## src/rtl/itxirq_pkg.sv

```systemverilog
/*
 * itxirq_pkg: offsets, widths and reset values for the transmit
 * context interrupt event, mask and control registers.
 * assumes a 32-bit register port with byte addresses.
 */
package itxirq_pkg;
    localparam int          ADDR_W       = 8;
    localparam int          DATA_W       = 32;
    localparam int          NUM_CTX      = 8;
    localparam logic [7:0]  EVENT_SET    = 8'h90;
    localparam logic [7:0]  EVENT_CLEAR  = 8'h94;
    localparam logic [7:0]  MASK_SET     = 8'h98;
    localparam logic [7:0]  MASK_CLEAR   = 8'h9C;
    localparam logic [7:0]  CTRL_REG     = 8'hA0;
    localparam int          CTRL_GIE_BIT = 0;
    localparam logic [7:0]  EVENT_RESET  = 8'h00;
    localparam logic [7:0]  MASK_RESET   = 8'h00;
    localparam logic        GIE_RESET    = 1'b0;
endpackage

```

## src/rtl/itxirq_regs.sv

```systemverilog
/*
 * itxirq_regs: per-context event latch, enable mask and summary
 * interrupt for the isochronous transmit contexts.
 * assumes context completion signals come from logic on clk_i and a
 * single-cycle register port with no wait states.
 */
// Local design decision: the address-and-strobe port.
`timescale 1ns/1ns
`default_nettype none

// How it works
// - a request needs last-descriptor completion and interrupt bits.
// - an event bit sets on the rising edge of its request and stays set.
// - ones written at event set set those bits, zeros change nothing.
// - an event bit clears only by a one written at event clear.
// - event clear reads event AND mask, event set reads raw events.
// - bits 31 to 8 ignore writes and read as zero.
// - event bit n belongs to transmit context n.
// - mask bit n gates event bit n into the summary.
// - both mask addresses read the unmodified mask.
// - the summary is unlatched, the OR of event AND mask.
// - with global enable clear, the external interrupt stays low.
module itxirq_regs #(
    parameter int NUM_CTX = itxirq_pkg::NUM_CTX
) (
    input  wire logic                          clk_i,
    input  wire logic                          rstn_i,
    input  wire logic [NUM_CTX-1:0]            ctx_done_i,
    input  wire logic [NUM_CTX-1:0]            ctx_irq_bits_i,
    input  wire logic [itxirq_pkg::ADDR_W-1:0] addr_i,
    input  wire logic [itxirq_pkg::DATA_W-1:0] wdata_i,
    input  wire logic                          wr_i,
    input  wire logic                          rd_i,
    output logic      [itxirq_pkg::DATA_W-1:0] rdata_o,
    output logic                               tx_context_summary_irq_o,
    output logic                               irq_o
);

    logic [NUM_CTX-1:0] event_q;
    logic [NUM_CTX-1:0] mask_q;
    logic [NUM_CTX-1:0] req_q;
    logic [NUM_CTX-1:0] req_d;
    logic [NUM_CTX-1:0] rise;
    logic [NUM_CTX-1:0] wset_ev;
    logic [NUM_CTX-1:0] wclr_ev;
    logic               global_irq_enable_q;
    logic [itxirq_pkg::DATA_W-1:0] rdata_d;

    // request needs both completion and descriptor interrupt bits
    assign req_d = ctx_done_i & ctx_irq_bits_i;
    assign rise  = req_d & ~req_q;

    always_ff @(posedge clk_i or negedge rstn_i)
    begin
        if (!rstn_i)
            req_q <= '0;
        else
            req_q <= req_d;
    end

    // only the low bits are decoded, upper data bits are dropped
    assign wset_ev = (wr_i && addr_i == itxirq_pkg::EVENT_SET)
                     ? wdata_i[NUM_CTX-1:0] : '0;
    assign wclr_ev = (wr_i && addr_i == itxirq_pkg::EVENT_CLEAR)
                     ? wdata_i[NUM_CTX-1:0] : '0;

    // set wins over a same-cycle clear so no event is lost
    always_ff @(posedge clk_i or negedge rstn_i)
    begin
        if (!rstn_i)
            event_q <= itxirq_pkg::EVENT_RESET[NUM_CTX-1:0];
        else
            event_q <= (event_q & ~wclr_ev) | wset_ev
                       | rise;
    end

    always_ff @(posedge clk_i or negedge rstn_i)
    begin
        if (!rstn_i)
            mask_q <= itxirq_pkg::MASK_RESET[NUM_CTX-1:0];
        else if (wr_i && addr_i == itxirq_pkg::MASK_SET)
            mask_q <= mask_q | wdata_i[NUM_CTX-1:0];
        else if (wr_i && addr_i == itxirq_pkg::MASK_CLEAR)
            mask_q <= mask_q & ~wdata_i[NUM_CTX-1:0];
    end

    always_ff @(posedge clk_i or negedge rstn_i)
    begin
        if (!rstn_i)
            global_irq_enable_q <= itxirq_pkg::GIE_RESET;
        else if (wr_i && addr_i == itxirq_pkg::CTRL_REG)
            global_irq_enable_q <= wdata_i[itxirq_pkg::CTRL_GIE_BIT];
    end

    assign tx_context_summary_irq_o = |(event_q & mask_q);
    assign irq_o = tx_context_summary_irq_o & global_irq_enable_q;

    always_comb
    begin
        rdata_d = '0;
        unique case (addr_i)
            itxirq_pkg::EVENT_SET:   rdata_d[NUM_CTX-1:0] = event_q;
            itxirq_pkg::EVENT_CLEAR:
                rdata_d[NUM_CTX-1:0] = event_q & mask_q;
            itxirq_pkg::MASK_SET:    rdata_d[NUM_CTX-1:0] = mask_q;
            itxirq_pkg::MASK_CLEAR:  rdata_d[NUM_CTX-1:0] = mask_q;
            itxirq_pkg::CTRL_REG:
                rdata_d[itxirq_pkg::CTRL_GIE_BIT] = global_irq_enable_q;
            default:                 rdata_d = '0;
        endcase
    end

    // read data stands only in the cycle after the strobe
    always_ff @(posedge clk_i or negedge rstn_i)
    begin
        if (!rstn_i)
            rdata_o <= '0;
        else if (rd_i)
            rdata_o <= rdata_d;
        else
            rdata_o <= '0;
    end

    // per-context checks share one body so every context is covered
    for (genvar k = 0; k < NUM_CTX; k++)
    begin : g_ctx_chk
        property p_edge_sets;
            @(posedge clk_i) disable iff (!rstn_i)
            (req_d[k] && !req_q[k]) |=> event_q[k];
        endproperty
        a_edge_sets: assert property (p_edge_sets)
            else $error("context edge did not set event");

        property p_level_no_set;
            @(posedge clk_i) disable iff (!rstn_i)
            (req_q[k] && req_d[k] && !event_q[k] && !wset_ev[k])
            |=> !event_q[k];
        endproperty
        a_level_no_set: assert property (p_level_no_set)
            else $error("steady level set an event");

        property p_req_needs_both;
            @(posedge clk_i) disable iff (!rstn_i)
            (ctx_done_i[k] && !ctx_irq_bits_i[k] && !event_q[k]
             && !wset_ev[k]) |=> !event_q[k];
        endproperty
        a_req_needs_both: assert property (p_req_needs_both)
            else $error("event set without interrupt bits");

        property p_hold;
            @(posedge clk_i) disable iff (!rstn_i)
            (event_q[k] && !(wr_i && addr_i == itxirq_pkg::EVENT_CLEAR
                             && wdata_i[k])) |=> event_q[k];
        endproperty
        a_hold: assert property (p_hold)
            else $error("event cleared without clear write");

        // a rising request in the same cycle wins over the clear
        property p_eclr;
            @(posedge clk_i) disable iff (!rstn_i)
            (wr_i && addr_i == itxirq_pkg::EVENT_CLEAR && wdata_i[k]
             && !rise[k]) |=> !event_q[k];
        endproperty
        a_eclr: assert property (p_eclr)
            else $error("clear write left event set");

        property p_set_zero;
            @(posedge clk_i) disable iff (!rstn_i)
            (wr_i && addr_i == itxirq_pkg::EVENT_SET && !wdata_i[k]
             && !event_q[k] && !rise[k]) |=> !event_q[k];
        endproperty
        a_set_zero: assert property (p_set_zero)
            else $error("zero written at set address set event");

        property p_summary;
            @(posedge clk_i) disable iff (!rstn_i)
            (event_q[k] && mask_q[k]) |-> tx_context_summary_irq_o;
        endproperty
        a_summary: assert property (p_summary)
            else $error("summary missing for enabled event");

        property p_mclr;
            @(posedge clk_i) disable iff (!rstn_i)
            (wr_i && addr_i == itxirq_pkg::MASK_CLEAR && wdata_i[k])
            |=> !mask_q[k];
        endproperty
        a_mclr: assert property (p_mclr)
            else $error("mask clear failed");

        property p_mset;
            @(posedge clk_i) disable iff (!rstn_i)
            (wr_i && addr_i == itxirq_pkg::MASK_SET && wdata_i[k])
            |=> mask_q[k];
        endproperty
        a_mset: assert property (p_mset)
            else $error("mask set failed");

        property p_mask_hold;
            @(posedge clk_i) disable iff (!rstn_i)
            !(wr_i && (addr_i == itxirq_pkg::MASK_SET
                       || addr_i == itxirq_pkg::MASK_CLEAR))
            |=> (mask_q[k] == $past(mask_q[k]));
        endproperty
        a_mask_hold: assert property (p_mask_hold)
            else $error("mask changed without mask write");
    end

    property p_wset;
        @(posedge clk_i) disable iff (!rstn_i)
        (wr_i && addr_i == itxirq_pkg::EVENT_SET) |=>
        ((event_q & $past(wdata_i[NUM_CTX-1:0])) ==
         $past(wdata_i[NUM_CTX-1:0]));
    endproperty
    a_wset: assert property (p_wset)
        else $error("event set write missed a bit");

    property p_rd_masked;
        @(posedge clk_i) disable iff (!rstn_i)
        (rd_i && addr_i == itxirq_pkg::EVENT_CLEAR && !wr_i) |=>
        (rdata_o[NUM_CTX-1:0] == $past(event_q & mask_q));
    endproperty
    a_rd_masked: assert property (p_rd_masked)
        else $error("clear address read not masked");

    property p_rd_raw;
        @(posedge clk_i) disable iff (!rstn_i)
        (rd_i && addr_i == itxirq_pkg::EVENT_SET) |=>
        (rdata_o[NUM_CTX-1:0] == $past(event_q));
    endproperty
    a_rd_raw: assert property (p_rd_raw)
        else $error("set address read not raw");

    // reserved bits never carry state, so they must read zero always
    property p_rd_upper;
        @(posedge clk_i) disable iff (!rstn_i)
        rdata_o[itxirq_pkg::DATA_W-1:NUM_CTX] == '0;
    endproperty
    a_rd_upper: assert property (p_rd_upper)
        else $error("reserved read bits not zero");

    property p_rd_idle;
        @(posedge clk_i) disable iff (!rstn_i)
        !rd_i |=> (rdata_o == '0);
    endproperty
    a_rd_idle: assert property (p_rd_idle)
        else $error("read data outside read cycle");

    property p_rd_unmapped;
        @(posedge clk_i) disable iff (!rstn_i)
        (rd_i && addr_i != itxirq_pkg::EVENT_SET
         && addr_i != itxirq_pkg::EVENT_CLEAR
         && addr_i != itxirq_pkg::MASK_SET
         && addr_i != itxirq_pkg::MASK_CLEAR
         && addr_i != itxirq_pkg::CTRL_REG) |=> (rdata_o == '0);
    endproperty
    a_rd_unmapped: assert property (p_rd_unmapped)
        else $error("unmapped read not zero");

    property p_rd_mset;
        @(posedge clk_i) disable iff (!rstn_i)
        (rd_i && addr_i == itxirq_pkg::MASK_SET) |=>
        (rdata_o[NUM_CTX-1:0] == $past(mask_q));
    endproperty
    a_rd_mset: assert property (p_rd_mset)
        else $error("mask set read wrong");

    property p_rd_mask;
        @(posedge clk_i) disable iff (!rstn_i)
        (rd_i && addr_i == itxirq_pkg::MASK_CLEAR) |=>
        (rdata_o[NUM_CTX-1:0] == $past(mask_q));
    endproperty
    a_rd_mask: assert property (p_rd_mask)
        else $error("mask read wrong");

    property p_masked_off;
        @(posedge clk_i) disable iff (!rstn_i)
        ((event_q & mask_q) == '0) |-> !tx_context_summary_irq_o;
    endproperty
    a_masked_off: assert property (p_masked_off)
        else $error("summary raised by masked event");

    property p_gie;
        @(posedge clk_i) disable iff (!rstn_i)
        !global_irq_enable_q |-> !irq_o;
    endproperty
    a_gie: assert property (p_gie)
        else $error("interrupt while globally disabled");

    property p_gie_on;
        @(posedge clk_i) disable iff (!rstn_i)
        (global_irq_enable_q && tx_context_summary_irq_o) |-> irq_o;
    endproperty
    a_gie_on: assert property (p_gie_on)
        else $error("interrupt missing while enabled");

    property p_irq_needs_summary;
        @(posedge clk_i) disable iff (!rstn_i)
        !tx_context_summary_irq_o |-> !irq_o;
    endproperty
    a_irq_needs_summary: assert property (p_irq_needs_summary)
        else $error("interrupt without summary");

    property p_gie_write;
        @(posedge clk_i) disable iff (!rstn_i)
        (wr_i && addr_i == itxirq_pkg::CTRL_REG) |=>
        (global_irq_enable_q == $past(wdata_i[itxirq_pkg::CTRL_GIE_BIT]));
    endproperty
    a_gie_write: assert property (p_gie_write)
        else $error("global enable write lost");

    property p_rd_gie;
        @(posedge clk_i) disable iff (!rstn_i)
        (rd_i && addr_i == itxirq_pkg::CTRL_REG) |=>
        (rdata_o[itxirq_pkg::CTRL_GIE_BIT] == $past(global_irq_enable_q));
    endproperty
    a_rd_gie: assert property (p_rd_gie)
        else $error("global enable read wrong");

endmodule

`default_nettype wire

```

## config.mk

```make
export PLATFORM = sky130hd
export DESIGN_NAME = itxirq_regs
export DESIGN_NICKNAME = d
export VERILOG_FILES = /design/src/rtl/itxirq_pkg.sv /design/src/rtl/itxirq_regs.sv
export SDC_FILE = /design/constraint.sdc
export NUM_CORES = 1
export LEC_CHECK = 0
export ABC_AREA = 0
export BUFFER_PORTS_ARGS = -buffer_cell sky130_fd_sc_hd__buf_2
export CORE_MARGIN = 3
export CORE_UTILIZATION = 48
export CTS_CLUSTER_SIZE = 16
export DETAILED_ROUTE_END_ITERATION = 6
export PLACE_DENSITY = 0.9
export SYNTH_ARGS = -nofsm -noshare
export SYNTH_HDL_FRONTEND = slang
export SYNTH_SLANG_ARGS = --single-unit
```

## constraint.sdc

```tcl
create_clock -name clk_i -period 1.45 [get_ports clk_i]
set_input_delay 0.145 -clock clk_i [delete_from_list [all_inputs] [get_ports clk_i]]
set_output_delay 0.145 -clock clk_i [all_outputs]
set_load 0.02 [all_outputs]
```

---- After elaboration in Yosys (flattened, before gate mapping) ----
Cells that the tools add are included.
word-level totals
  register bits after elaboration ......... 57
  output and inout port bits .............. 34
  memories kept ........................... 0
  bits in latches ......................... 0
  memory bits (writable) .................. 0
  memory bits (read-only) ................. 0
operators by class
  bitwise operators ....................... 12
  div/mod/pow operators ................... 0
  add/subtract/negate cells ............... 0
  magnitude comparators ................... 0
  mux-type cells .......................... 7
  reductions and logical operators ........ 8
  shifts and indexed selects .............. 0
  $mul .................................... 0
  equal/unequal tests ..................... 5
operators with widths
  operator                                    number
  bitwise AND 8 bit                           5
  equality test 8 bit, second input constant  5
  two-way mux 8 bit                           5
  NOT 8 bit                                   3
  OR 8 bit                                    3
  one-hot mux 7 bit (3 select lines)          1
  OR reduction 8 bit                          1
  logical AND 1 bit                           5
  one-hot mux 1 bit (4 select lines)          1
  nonzero test 2 bit                          1
  OR reduction 2 bit                          1
  bitwise AND 1 bit                           1

---- Depth between registers and ports, before layout ----
Gate-level depths: netlist of run 1.
  word-level depth ........................ 7
  depth in mapped cells ................... 5

---- Least setup slack after synthesis of run 1 ----
Ideal clock, no wire load.
  path kind ............................... input to register
  from .................................... input port addr_i[6] (netlist bit)
  to ...................................... register event_q[0]
  setup slack ............................. -391 ps
  library setup time ...................... 124 ps
  data arrival time ....................... 1718 ps
  stages on the path ...................... 5
  path buffers ............................ 2
  data required time ...................... 1326 ps
  cells stage by stage .................... or4b_4 > buf_6 > or4b_4 > buf_6 > a211o_1
between the ends
  cells in the longest elaborated chain, start to end .. 7
  elaborated cells between the ends (all ways) .. 10
  those cells by class .................... 2 x eq/ne; 2 x mux; 4 x bitwise; 2 x reduce/logical
RTL lines
  what                  RTL line           RTL
  start, declared       itxirq_regs.sv:30  input wire logic [itxirq_pkg::ADDR_W-1:0] addr_i,
  equality test 8 bit   itxirq_regs.sv:64  assign wclr_ev = (wr_i && addr_i == itxirq_pkg::EVENT_CLEAR)
  logical AND 1 bit     itxirq_regs.sv:64
  two-way mux 8 bit     itxirq_regs.sv:65  ? wdata_i[NUM_CTX-1:0] : '0;
  NOT 8 bit             itxirq_regs.sv:73  event_q <= (event_q & ~wclr_ev) | wset_ev
  bitwise AND 8 bit     itxirq_regs.sv:73
  OR 8 bit *            itxirq_regs.sv:73
  OR 8 bit *            itxirq_regs.sv:74  | rise;
  end signal, assigned  itxirq_regs.sv:71  event_q <= itxirq_pkg::EVENT_RESET[NUM_CTX-1:0];
  end signal, assigned  itxirq_regs.sv:73
  end, declared         itxirq_regs.sv:39  logic [NUM_CTX-1:0] event_q;
Every way passes the cells marked *; elsewhere a longest branch is shown, timed or not.
A chain may end at the register's enable or synchronous reset.

---- Worst setup path in the final report of run 1 ----
  from .................................... register event_q[0]
  to ...................................... output port irq_o
between the ends
  cells in the longest elaborated chain, start to end .. 3
RTL lines
  what                RTL line           RTL
  bitwise AND 8 bit   itxirq_regs.sv:95  assign tx_context_summary_irq_o = |(event_q & mask_q);
  OR reduction 8 bit  itxirq_regs.sv:95
  bitwise AND 1 bit   itxirq_regs.sv:96  assign irq_o = tx_context_summary_irq_o & global_irq_enable_q;
  end, declared       itxirq_regs.sv:36  output logic irq_o
No other way between the ends.

==> summary.md, run 1 <==
| Metric | Value |
|---|---|
| Total Power | `about 1.7 mW` |
| Design Area, Final | `roughly 0.0021 mm2` |
| Hold crit path type | `input port to flip-flop` |
| Most common cell after layout, fill and taps aside | `buf_2` |
| Flop-to-flop setup slack | `approximately 0.33 ns` |
| Global-route wire length before repair | `around 5600 um` |
| Final wirelength | `between 3000 and 4000 um` |
| Tmin final | `between 1.5 and 2 ns` |
| Vias in the first global route | `about 1200` |
| Starting DRT DRC Count | `about 150` |
| Clock buffer depth | `2` |
| Max Freq | `~650 MHz` |
| Antenna violations before repair | `0` |
| Congestion Overflow GR | `0` |
| WHS Path Cells | `3` |
| Post-DRT Antenna Nets | `0` |
| DRT Pass-1 Iters | `4` |
| Vias | `between 1000 and 1500` |
| Slew HR | `between 50% and 60%` |
| Peak supply drop | `about 0.48 mV` |
| DR WL/cell | `roughly 13 um` |
| Global Route Usage Sum | `17.1%` |
| Die height | `~66 um` |
| RSZ-0062 raised after global routing | `yes` |
| Startpoint Class | `flip-flop` |
| Tcrit/Tclk final | `106%` |
| Worst Setup Path Type | `flip-flop to output pin` |
| Reg2reg end | `event_q[6]` |
| Fillers | `roughly 290` |
| Worst Skew | `approximately 0.0022 ns` |
| Die Span X | `66.2 um` |
| Slowest-stage cell, CP | `dfrtp_1` |
| Worst-path maximum fanout | `2` |
| Count of cell types in the netlist | `27` |
| Worst slew pin tran | `approximately 0.72 ns` |
| Final layout net count | `295` |
| Cells after synthesis | `about 170` |
| Clk root buf | `clkbuf_4` |
| Area of the core | `0.00342 mm2` |
| Final setup vio count | `2` |
| Post-synthesis average cell area | `10.0 um2` |
| Max Slew Vio Count | `0` |
| Setup ws final | `-0.0894 ns` |
| # diodes | `0` |
| Non-Filler Instances | `282` |
| Initial cell density of the core | `between 50% and 60%` |
| Row count | `21` |
| Area occupied by multi-input gates | `~700 um2` |
| Seq cells post-synth | `33` |
| Failing checks | `negative setup slack` |
| Worst Path Arrival | `1.39 ns` |
| Placed cell areas | `0.00194 mm2` |
| FF-to-FF Start | `event_q[6]` |
| Crit-path cells | `a22oi_1 > nand4_1 > and2_4 > buf_6` |
| DR DRC count | `0` |
| Sink Count | `33` |
| Gpl congestion | `between 0.8 and 0.9` |
| Max-Cap Viols | `0` |
| Die area | `around 0.0044 mm2` |
| Largest net degree at the start of global routing | `34` |
| Half-perimeter wire length after placement | `2640 um` |
| Area grow syn2layout | `21.5%` |
| Leakage power | `between 1 and 1.5 nW` |
| Final hold violation count | `0` |
| Layout cells sized above 1 | `roughly 32%` |
| Cell area after synthesis | `between 0.0015 and 0.002 mm2` |
| Placed cells | `around 260` |
| Worst setup EP type | `output pin` |
| Most frequent cells in the layout | `41 x buf_2, 33 x dfrtp_1, 24 x inv_1, 24 x conb_1, 17 x buf_4` |
| Hold_sp | `rd_i` |
| Yosys warnings | `0` |
| Setup tns final | `-0.178 ns` |
| Pwr per Cell Area | `between 800 and 900 mW/mm2` |
| Post-Route Utilization | `between 60% and 70%` |
| Status | `finished with violations` |
| Sequential Area | `about 830 um2` |
| Register area share after synthesis | `between 40% and 50%` |
| # IOs | `between 90 and 100` |
| Port bufs | `45` |
| Clk Latency, worst-skew pair | `between 0.3 and 0.4 ns` |
| CTS tree | `done` |
| Vias per Instance | `between 5 and 6` |
| Num CTS Buffers | `5` |
| Hold Path End | `rdata_o[0]` |
| R2R depth | `3` |
| Clk slew on worst S/H paths | `about 0.10 ns` |
| WP data required | `around 1.3 ns` |
| Max incr delay on CP | `around 0.4 ns` |
| H-tree Lvls | `2` |
## cell usage after synthesis (all sizes together)
library cell | count | share of area (%)
nand4b | 1 | 0.50
a21oi | 1 | 0.29
nor2 | 8 | 1.7
nand3 | 9 | 2.6
conb | 1 | 0.22
a22oi | 4 | 1.7
or4b | 2 | 1.6
nand4 | 2 | 0.72
nor4b | 1 | 0.50
or2 | 1 | 0.36
o21ai | 1 | 0.29
dfrtp | 33 | 48
inv | 24 | 5.2
and4b | 1 | 0.58
a211o | 9 | 4.5
clkbuf | 5 | 1.1
mux2 | 1 | 0.65
mux2i | 8 | 4.6
nor4 | 8 | 2.9
nand2 | 1 | 0.22
nand3b | 1 | 0.43
a22o | 8 | 4.0
buf | 26 | 12
and2 | 9 | 3.2
o22ai | 7 | 2.5
nor3 | 1 | 0.29
## worst max-delay path, delay by kind of cell, from the launching register on
kind                   cells  cell delay, ns
AOI/OAI and AO/OA          1            0.19
buffers and inverters      1            0.12
DFF                        1            0.41
and+or+nand+nor            2            0.34
## worst max path at each step
stage                           from         end  slack [ns]  depth (start not counted)
after floorplan            addr_i[6]  event_q[6]       -0.38                          5
after global placement     addr_i[6]  event_q[1]       -0.34                          4
after detailed placement   addr_i[6]  event_q[2]       -0.36                          4
after CTS                  flip-flop       irq_o       -0.08                          4
after global routing       flip-flop       irq_o       -0.11                          4
final                     event_q[0]       irq_o       -0.09                          4
## stage by stage
| stage | setup WS, ns | hold slack, ns |
|---|---|---|
| floorplan | -0.377 | -0.151 |
| global placement | -0.341 | 0.227 |
| detailed placement | -0.358 | 0.231 |
| CTS | -0.0781 | 0.0341 |
| global route | -0.114 | 0.0466 |
| finish | -0.0894 | 0.0371 |
## metal layers
layer / track usage (%) / vias up / wire, um
met5: 0 / - / 0
met4: 6.85 / 0 / 77
met3: 4.93 / 8 / 314
met2: 27.5 / 77 / 1860
met1: 21.5 / 669 / 1540
li1: - / 674 / -
## report_power, final
group,switching [mW],internal (mW),leakage [nW]
sequential,0.0133,0.944,0.371
combinational,0.158,0.0957,0.709
clock,0.306,0.184,0.0320
total,0.477,1.22,1.11
## final cells by class
cell class	instances	share of cell area [%]
clock buffer	6	1.96
clock inverter	2	0.474
inverter	24	4.27
multi-input combinational	108	33.1
sequential	33	39.1
tap	46	2.73
timing repair buffer	63	18.4
## cells by family (layout without fill, tap and decap cells)
family | after synthesis | in the layout | share of synthesized area, %
DFF | 33 | 33 | 47.6
and+or+nand+nor | 45 | 45 | 15.6
muxes | 9 | 9 | 5.26
AOI/OAI and AO/OA | 30 | 30 | 13.4
other | 1 | 24 | 0.216
buffers and inverters | 55 | 95 | 17.9
## repair_timing
action	CTS	global route
setup endpoints to repair	9	10
pin swaps	5	2
gates resized for setup	6	3
hold buffers	1	0
endpoints found under the hold margin	33	0
buffers inserted	6	3
(Power assumes the default switching activity.)
==> run 2: changes to the inputs <==
Clock period 1.45 ns to 1.85 ns, I/O delays scaled along.
==> run 2 against run 1 <==
The run now ends clean. Clock skew is 0.0047 ns higher. Critical path depth stayed put. First-iteration DRC count is 69% lower. Register-to-register slack better by 0.47 ns.
==> summary.md, run 2 (synthesis gave the netlist of run 1 again) <==
| Metric | Value |
|---|---|
| Setup ws final | `0.129 ns (was -0.0894 ns)` |
| FF-to-FF Start | `event_q[6] (unchanged)` |
| Pwr per Cell Area | `700 mW/mm2 (was 806 mW/mm2)` |
| Hold_sp | `rd_i (unchanged)` |
| # IOs | `94 (unchanged)` |
| Flop-to-flop setup slack | `0.80 ns (was 0.33 ns)` |
| Cell Int Power | `1.02 mW (was 1.22 mW)` |
| Gpl congestion | `0.827 (was 0.849)` |
| Final hold violation count | `0 (unchanged)` |
| Hold crit path type | `input port to flip-flop (unchanged)` |
| Worst-path maximum fanout | `4 (was 2)` |
| Slowest-stage cell, CP | `dfrtp_1 (unchanged)` |
| Final wirelength | `3440 um (was 3800 um)` |
| Congestion Overflow GR | `0 (unchanged)` |
| Row count | `21 (unchanged)` |
| Clk Latency, worst-skew pair | `0.33 ns (about the same)` |
| Clk network pwr share | `32.9% (was 28.8%)` |
| Slew HR | `51.8% (about the same)` |
| Last element of the critical path | `irq_o (unchanged)` |
| Clock buffer depth | `2 (unchanged)` |
| Tcrit/Tclk final | `~93%` |
| Post-DRT Antenna Nets | `0 (unchanged)` |
| Sw Pwr | `367 uW (was 477 uW)` |
| Worst slew pin tran | `0.723 ns (was 0.724 ns)` |
| Max Slew Vio Count | `0 (unchanged)` |
| Die area | `0.00438 mm2 (unchanged)` |
| Final setup vio count | `0 (was 2)` |
| Die height | `66.2 um (unchanged)` |
| Die Span X | `66.2 um (unchanged)` |
| WP data required | `1.66 ns (was 1.31 ns)` |
| Port bufs | `45 (unchanged)` |
| Max Freq | `581 MHz` |
| Area grow syn2layout | `14.4% (was 21.5%)` |
| Worst Skew | `0.00693 ns (was 0.00220 ns)` |
| Area of the core | `0.00342 mm2 (unchanged)` |
| Leakage power | `1.05 nW (was 1.11 nW)` |
| Logic pwr share | `13.1% (was 14.9%)` |
| Vias per Instance | `4.93 (was 5.06)` |
| Clk slew on worst S/H paths | `0.10 ns (about the same)` |
| Tmin final | `approximately 1.7 ns` |
| Vias | `1321 (was 1428)` |
| Worst Path Arrival | `1.54 ns (was 1.39 ns)` |
| H-tree Lvls | `2 (unchanged)` |
| CTS tree | `done (unchanged)` |
| Antenna violations before repair | `0 (unchanged)` |
| WHS Path Cells | `3 (unchanged)` |
| Sink Count | `33 (unchanged)` |
| Final layout net count | `281 (was 295)` |
| Hold bufs inserted after CTS | `1 (unchanged)` |
| DR DRC count | `0 (unchanged)` |
| Most frequent cells in the layout | `45 x buf_2, 33 x dfrtp_1, 24 x inv_1, 24 x conb_1 (was 41 x buf_2, 33 x dfrtp_1, 24 x inv_1, 24 x conb_1, 17 x buf_4)` |
| Global Route Usage Sum | `16.2% (was 17.1%)` |
| DRT Pass-1 Iters | `4 (unchanged)` |
| Startpoint Class | `flip-flop (unchanged)` |
| Global-route wire length before repair | `5290 um (was 5620 um)` |
| Initial cell density of the core | `50.8% (unchanged)` |
| Switch share | `26.4% (was 28.0%)` |
| Reg power frac | `53.9% (was 56.3%)` |
| Vias in the first global route | `1166 (was 1245)` |
| Worst setup path startpoint | `event_q[6] (was event_q[0])` |
| Reg2reg end | `event_q[6] (unchanged)` |
| Worst Setup Path Type | `flip-flop to output pin (unchanged)` |
| Layout cells sized above 1 | `27.0% (was 32.2%)` |
| DR WL/cell | `12.8 um (was 13.5 um)` |
| Clk root buf | `clkbuf_4 (unchanged)` |
| Max-Cap Viols | `0 (unchanged)` |
| RSZ-0062 raised after global routing | `no (was yes)` |
| Worst setup EP type | `output pin (unchanged)` |
| # diodes | `0 (unchanged)` |
| Total Power | `1.39 mW (was 1.70 mW)` |
| Status | `completed (was finished with violations)` |
| Starting DRT DRC Count | `46 (was 148)` |
| Post-Route Utilization | `58.2% (was 61.8%)` |
| Worst slack at placement | `-0.0271 ns (was -0.358 ns)` |
| Max incr delay on CP | `0.45 ns (was 0.41 ns)` |
| Most common cell after layout, fill and taps aside | `buf_2 (unchanged)` |
| R2R depth | `2 (was 3)` |
| Post-CTS Setup Bufs | `0 (was 6)` |
| Largest net degree at the start of global routing | `34 (unchanged)` |
| Half-perimeter wire length after placement | `2590 um (was 2640 um)` |
| Crit-path cells | `a22oi_1 > nand4_1 > and2_1 > buf_2 (was a22oi_1 > nand4_1 > and2_4 > buf_6)` |
| Post_cts resized | `0 (was 6)` |
| Peak supply drop | `0.485 mV (was 0.482 mV)` |
| Num CTS Buffers | `5 (unchanged)` |
-- run 2: how the worst min path moves through the flow --
stage / to
CTS: rdata_o[0]
finish: rdata_o[0]
global placement: rdata_o[3]
detailed placement: asynchronous set/reset pin
global route: rdata_o[0]
floorplan: asynchronous set/reset pin
-- run 2: power groups by stage --
stage / Sequential, mW / Combinational, mW / Clock, mW
5_1_grt: 0.752 / 0.204 / 0.511
3_5_place_dp: 0.764 / 0.181 / 0
3_3_place_gp: 0.763 / 0.176 / 0
6_report: 0.750 / 0.183 / 0.458
4_1_cts: 0.750 / 0.183 / 0.476
2_1_floorplan: 0.763 / 0.148 / 0
-- run 2: metal layers --
metal  vias up  GRT usage, %  share of wire (%)  wire (um)
li1        651             -                  -          -
met5         -             0                  0          0
met3         7          5.44                8.4        290
met4         0          6.35                1.4         49
met1       608          19.5                 42       1450
met2        55          26.5                 48       1650
-- run 2: layout make-up --
type	instances	area (um2)
fill	332	1430
sequential	33	826
multi-input combinational	108	686
timing repair buffer	49	258
inverter	24	90.1
clock buffer	7	65.1
tap	46	57.6
clock inverter	1	5.00
-- run 2: worst max-delay path: cells and delay by family (launching register included) --
family                 cells  cell delay (ns)
DFF                        1             0.45
and+or+nand+nor            2             0.39
AOI/OAI and AO/OA          1             0.22
buffers and inverters      1             0.15
-- run 2: stage by stage --
stage          setup TNS [ns]  cell area [um2]  hold WS, ns  std cells
6_report                    0             1990       0.0653        268
5_1_grt                     0             1990       0.0626        268
4_1_cts                     0             1990       0.0505        268
3_5_place_dp           -0.155             1910        0.283        259
3_3_place_gp        -0.000709             1910        0.273        259
2_1_floorplan          -0.138             1820       -0.111        196
==> run 3: changes to the inputs <==
Settings changed: BUFFER_PORTS_ARGS -buffer_cell sky130_fd_sc_hd__buf_2 to unset, CORE_UTILIZATION 48 to 65, DONT_BUFFER_PORTS set to 1, MAX_ROUTING_LAYER set to met4, PLACE_DENSITY 0.9 to 0.86.
==> run 3 against run 2 <==
The run now ends with negative hold slack left. Setup slack better by 0.084 ns. Clock skew grew 0.0022 ns. Sequential power barely moved. Combinational power decreased by 7%. Clock power shrank 12%. Global-route usage grew 7.5 points. Core utilization grew 19 points. First-iteration DRC count increased by 4.3%. Critical path depth is 1 lower. Power fell by 4.5%. Wire length up 5.8%. Critical path type unchanged. Largest power group unchanged.
==> summary.md, run 3 (synthesis gave the netlist of run 1 again) <==
| Metric | Value |
|---|---|
| Post_cts resized | `0 (unchanged)` |
| Peak supply drop | `0.684 mV (was 0.485 mV)` |
| H-tree Lvls | `2 (unchanged)` |
| Max Slew Vio Count | `0 (unchanged)` |
| Area of the core | `0.00250 mm2 (was 0.00342 mm2)` |
| FF-to-FF Start | `event_q[0] (was event_q[6])` |
| Max incr delay on CP | `0.43 ns (was 0.45 ns)` |
| Vias in the first global route | `1274 (was 1166)` |
| Failing checks | `negative hold slack` |
| Die Span X | `57.7 um (was 66.2 um)` |
| Sink Count | `33 (unchanged)` |
| Clk Latency, worst-skew pair | `0.35 ns (was 0.33 ns)` |
| CTS tree | `done (unchanged)` |
| Most frequent cells in the layout | `33 x dfrtp_1, 24 x inv_1, 24 x conb_1 (was 45 x buf_2, 33 x dfrtp_1, 24 x inv_1, 24 x conb_1)` |
| DR WL/cell | `16.0 um (was 12.8 um)` |
| DR DRC count | `0 (unchanged)` |
| Layout cells sized above 1 | `8.63% (was 27.0%)` |
| Tmin final | `1.64 ns (was 1.72 ns)` |
| Final layout net count | `256 (was 281)` |
| Clock buffer depth | `2 (unchanged)` |
| Post-Route Utilization | `77.4% (was 58.2%)` |
| Die area | `0.00333 mm2 (was 0.00438 mm2)` |
| Hold crit path type | `input port to flip-flop (unchanged)` |
| Port bufs | `0 (was 45)` |
| RSZ-0062 raised after global routing | `no (unchanged)` |
| Congestion Overflow GR | `0 (unchanged)` |
| CP Buf/Inv Count | `0 (was 1)` |
| Most common cell after layout, fill and taps aside | `dfrtp_1 (was buf_2)` |
| Setup ws final | `0.214 ns (was 0.129 ns)` |
| Worst setup path startpoint | `event_q[2] (was event_q[6])` |
| Largest net degree at the start of global routing | `34 (unchanged)` |
| Clk slew on worst S/H paths | `0.10 ns (about the same)` |
| Row count | `18 (was 21)` |
| Pwr per Cell Area | `686 mW/mm2 (was 700 mW/mm2)` |
| Die height | `57.7 um (was 66.2 um)` |
| Leakage power | `0.946 nW (was 1.05 nW)` |
| Startpoint Class | `flip-flop (unchanged)` |
| Global Route Usage Sum | `23.7% (was 16.2%)` |
| Hold slack | `-0.00249 ns (was 0.0653 ns)` |
| Hold_sp | `ctx_irq_bits_i[1] (was rd_i)` |
| Global-route wire length before repair | `5730 um (was 5290 um)` |
| Area grow syn2layout | `11.4% (was 14.4%)` |
| Num CTS Buffers | `5 (unchanged)` |
| Crit path max-delay family | `simple AND/OR/NAND/NOR gates (was flip-flops)` |
| DRT Pass-1 Iters | `4 (unchanged)` |
| Post-DRT Antenna Nets | `0 (unchanged)` |
| Final setup vio count | `0 (unchanged)` |
| Final hold violation count | `2 (was 0)` |
| Vias per Instance | `5.73 (was 4.93)` |
| Final wirelength | `3640 um (was 3440 um)` |
| Initial cell density of the core | `69.5% (was 50.8%)` |
| Slowest-stage cell, CP | `dfrtp_1 (unchanged)` |
| Max-Cap Viols | `0 (unchanged)` |
| Antenna violations before repair | `0 (unchanged)` |
| Tcrit/Tclk final | `88.4% (was 93.0%)` |
| # diodes | `0 (unchanged)` |
| Worst setup EP type | `output pin (unchanged)` |
| Worst slack at placement | `0.0916 ns (was -0.0271 ns)` |
| Crit-path cells | `a22oi_1 > nand4_1 > and2_1 (was a22oi_1 > nand4_1 > and2_1 > buf_2)` |
| Total Power | `1.33 mW (was 1.39 mW)` |
| Status | `finished with violations (was completed)` |
| Vias | `1300 (was 1321)` |
| WP data required | `1.66 ns (about the same)` |
| Placed cells | `199 (was 259)` |
| # IOs | `94 (unchanged)` |
| Half-perimeter wire length after placement | `2340 um (was 2590 um)` |
| Clk root buf | `clkbuf_4 (unchanged)` |
| Worst Setup Path Type | `flip-flop to output pin (unchanged)` |
| Worst-path maximum fanout | `4 (unchanged)` |
| Starting DRT DRC Count | `48 (was 46)` |
| Non-Filler Instances | `227 (was 268)` |
| Max Freq | `611 MHz (was 581 MHz)` |
| Worst Skew | `0.00917 ns (was 0.00693 ns)` |
| Gpl congestion | `0.839 (was 0.827)` |
| Worst Path Arrival | `1.45 ns (was 1.54 ns)` |
==> run 3: cell count changes in the layout (fill, tap and decap cells not counted), sizes merged <==
| cell | change |
|---|---|
| clkinv | +1 |
| dlygate4sd3 | +18 |
| clkbuf | -2 |
| clkinvlp | +1 |
| buf | -43 |
==> run 3: power breakdown <==
group | internal (mW) | switching, mW | total [mW]
clock network | 0.143 | 0.262 | 0.405
registers | 0.740 | 0.0119 | 0.752
logic | 0.0649 | 0.105 | 0.170
total | 0.948 | 0.379 | 1.33
==> run 3: worst paths after layout <==
path,slack (ns),endpoint,cells past startpoint
min in group asynchronous,0.27,asynchronous set/reset pin,2
worst min-delay path,-0.002,req_q[1],1
worst min register to register,0.56,flip-flop,2
worst max register to register,0.30,rdata_o[0],4
worst max-delay path,0.21,irq_o,3
max in group asynchronous,1.41,event_q[3],2
==> run 3: through the flow <==
stage / area (um2) / setup TNS (ns)
2_1_floorplan: 1820 / -0.138
3_3_place_gp: 1670 / 0
3_5_place_dp: 1670 / 0
4_1_cts: 1890 / 0
5_1_grt: 1930 / 0
6_report: 1930 / 0
==> run 3: what timing repair did <==
action	4_1_cts	5_1_grt
setup buffers	0	0
hold buffers	16	4
endpoints found under the hold margin	48	3
==> run 3: per-layer routing <==
layer	wire [um]	share of wire, %	track usage [%]	vias to the layer above
met3	287	7.9	8.02	13
met2	1810	50	39.0	63
met5	0	0	-	-
li1	-	-	-	597
met4	101	2.8	9.27	0
met1	1440	39	26.6	627
==> run 3: worst register-to-register path, cell delays in order (launching register included) <==
cell           delay (ns)
dfrtp_1              0.42
o21ai_0              0.09
a211o_1              0.29
a21oi_1              0.14
dlygate4sd3_1        0.56
==> run 3: cell type report <==
class	instances	area [um2]
clock buffers	5	37.5
clock inverters	3	17.5
fillers	170	566
repair buffers	24	240
multi-input cells	108	686
inverters	24	90.1
flip-flops and latches	33	826
well taps	30	37.5
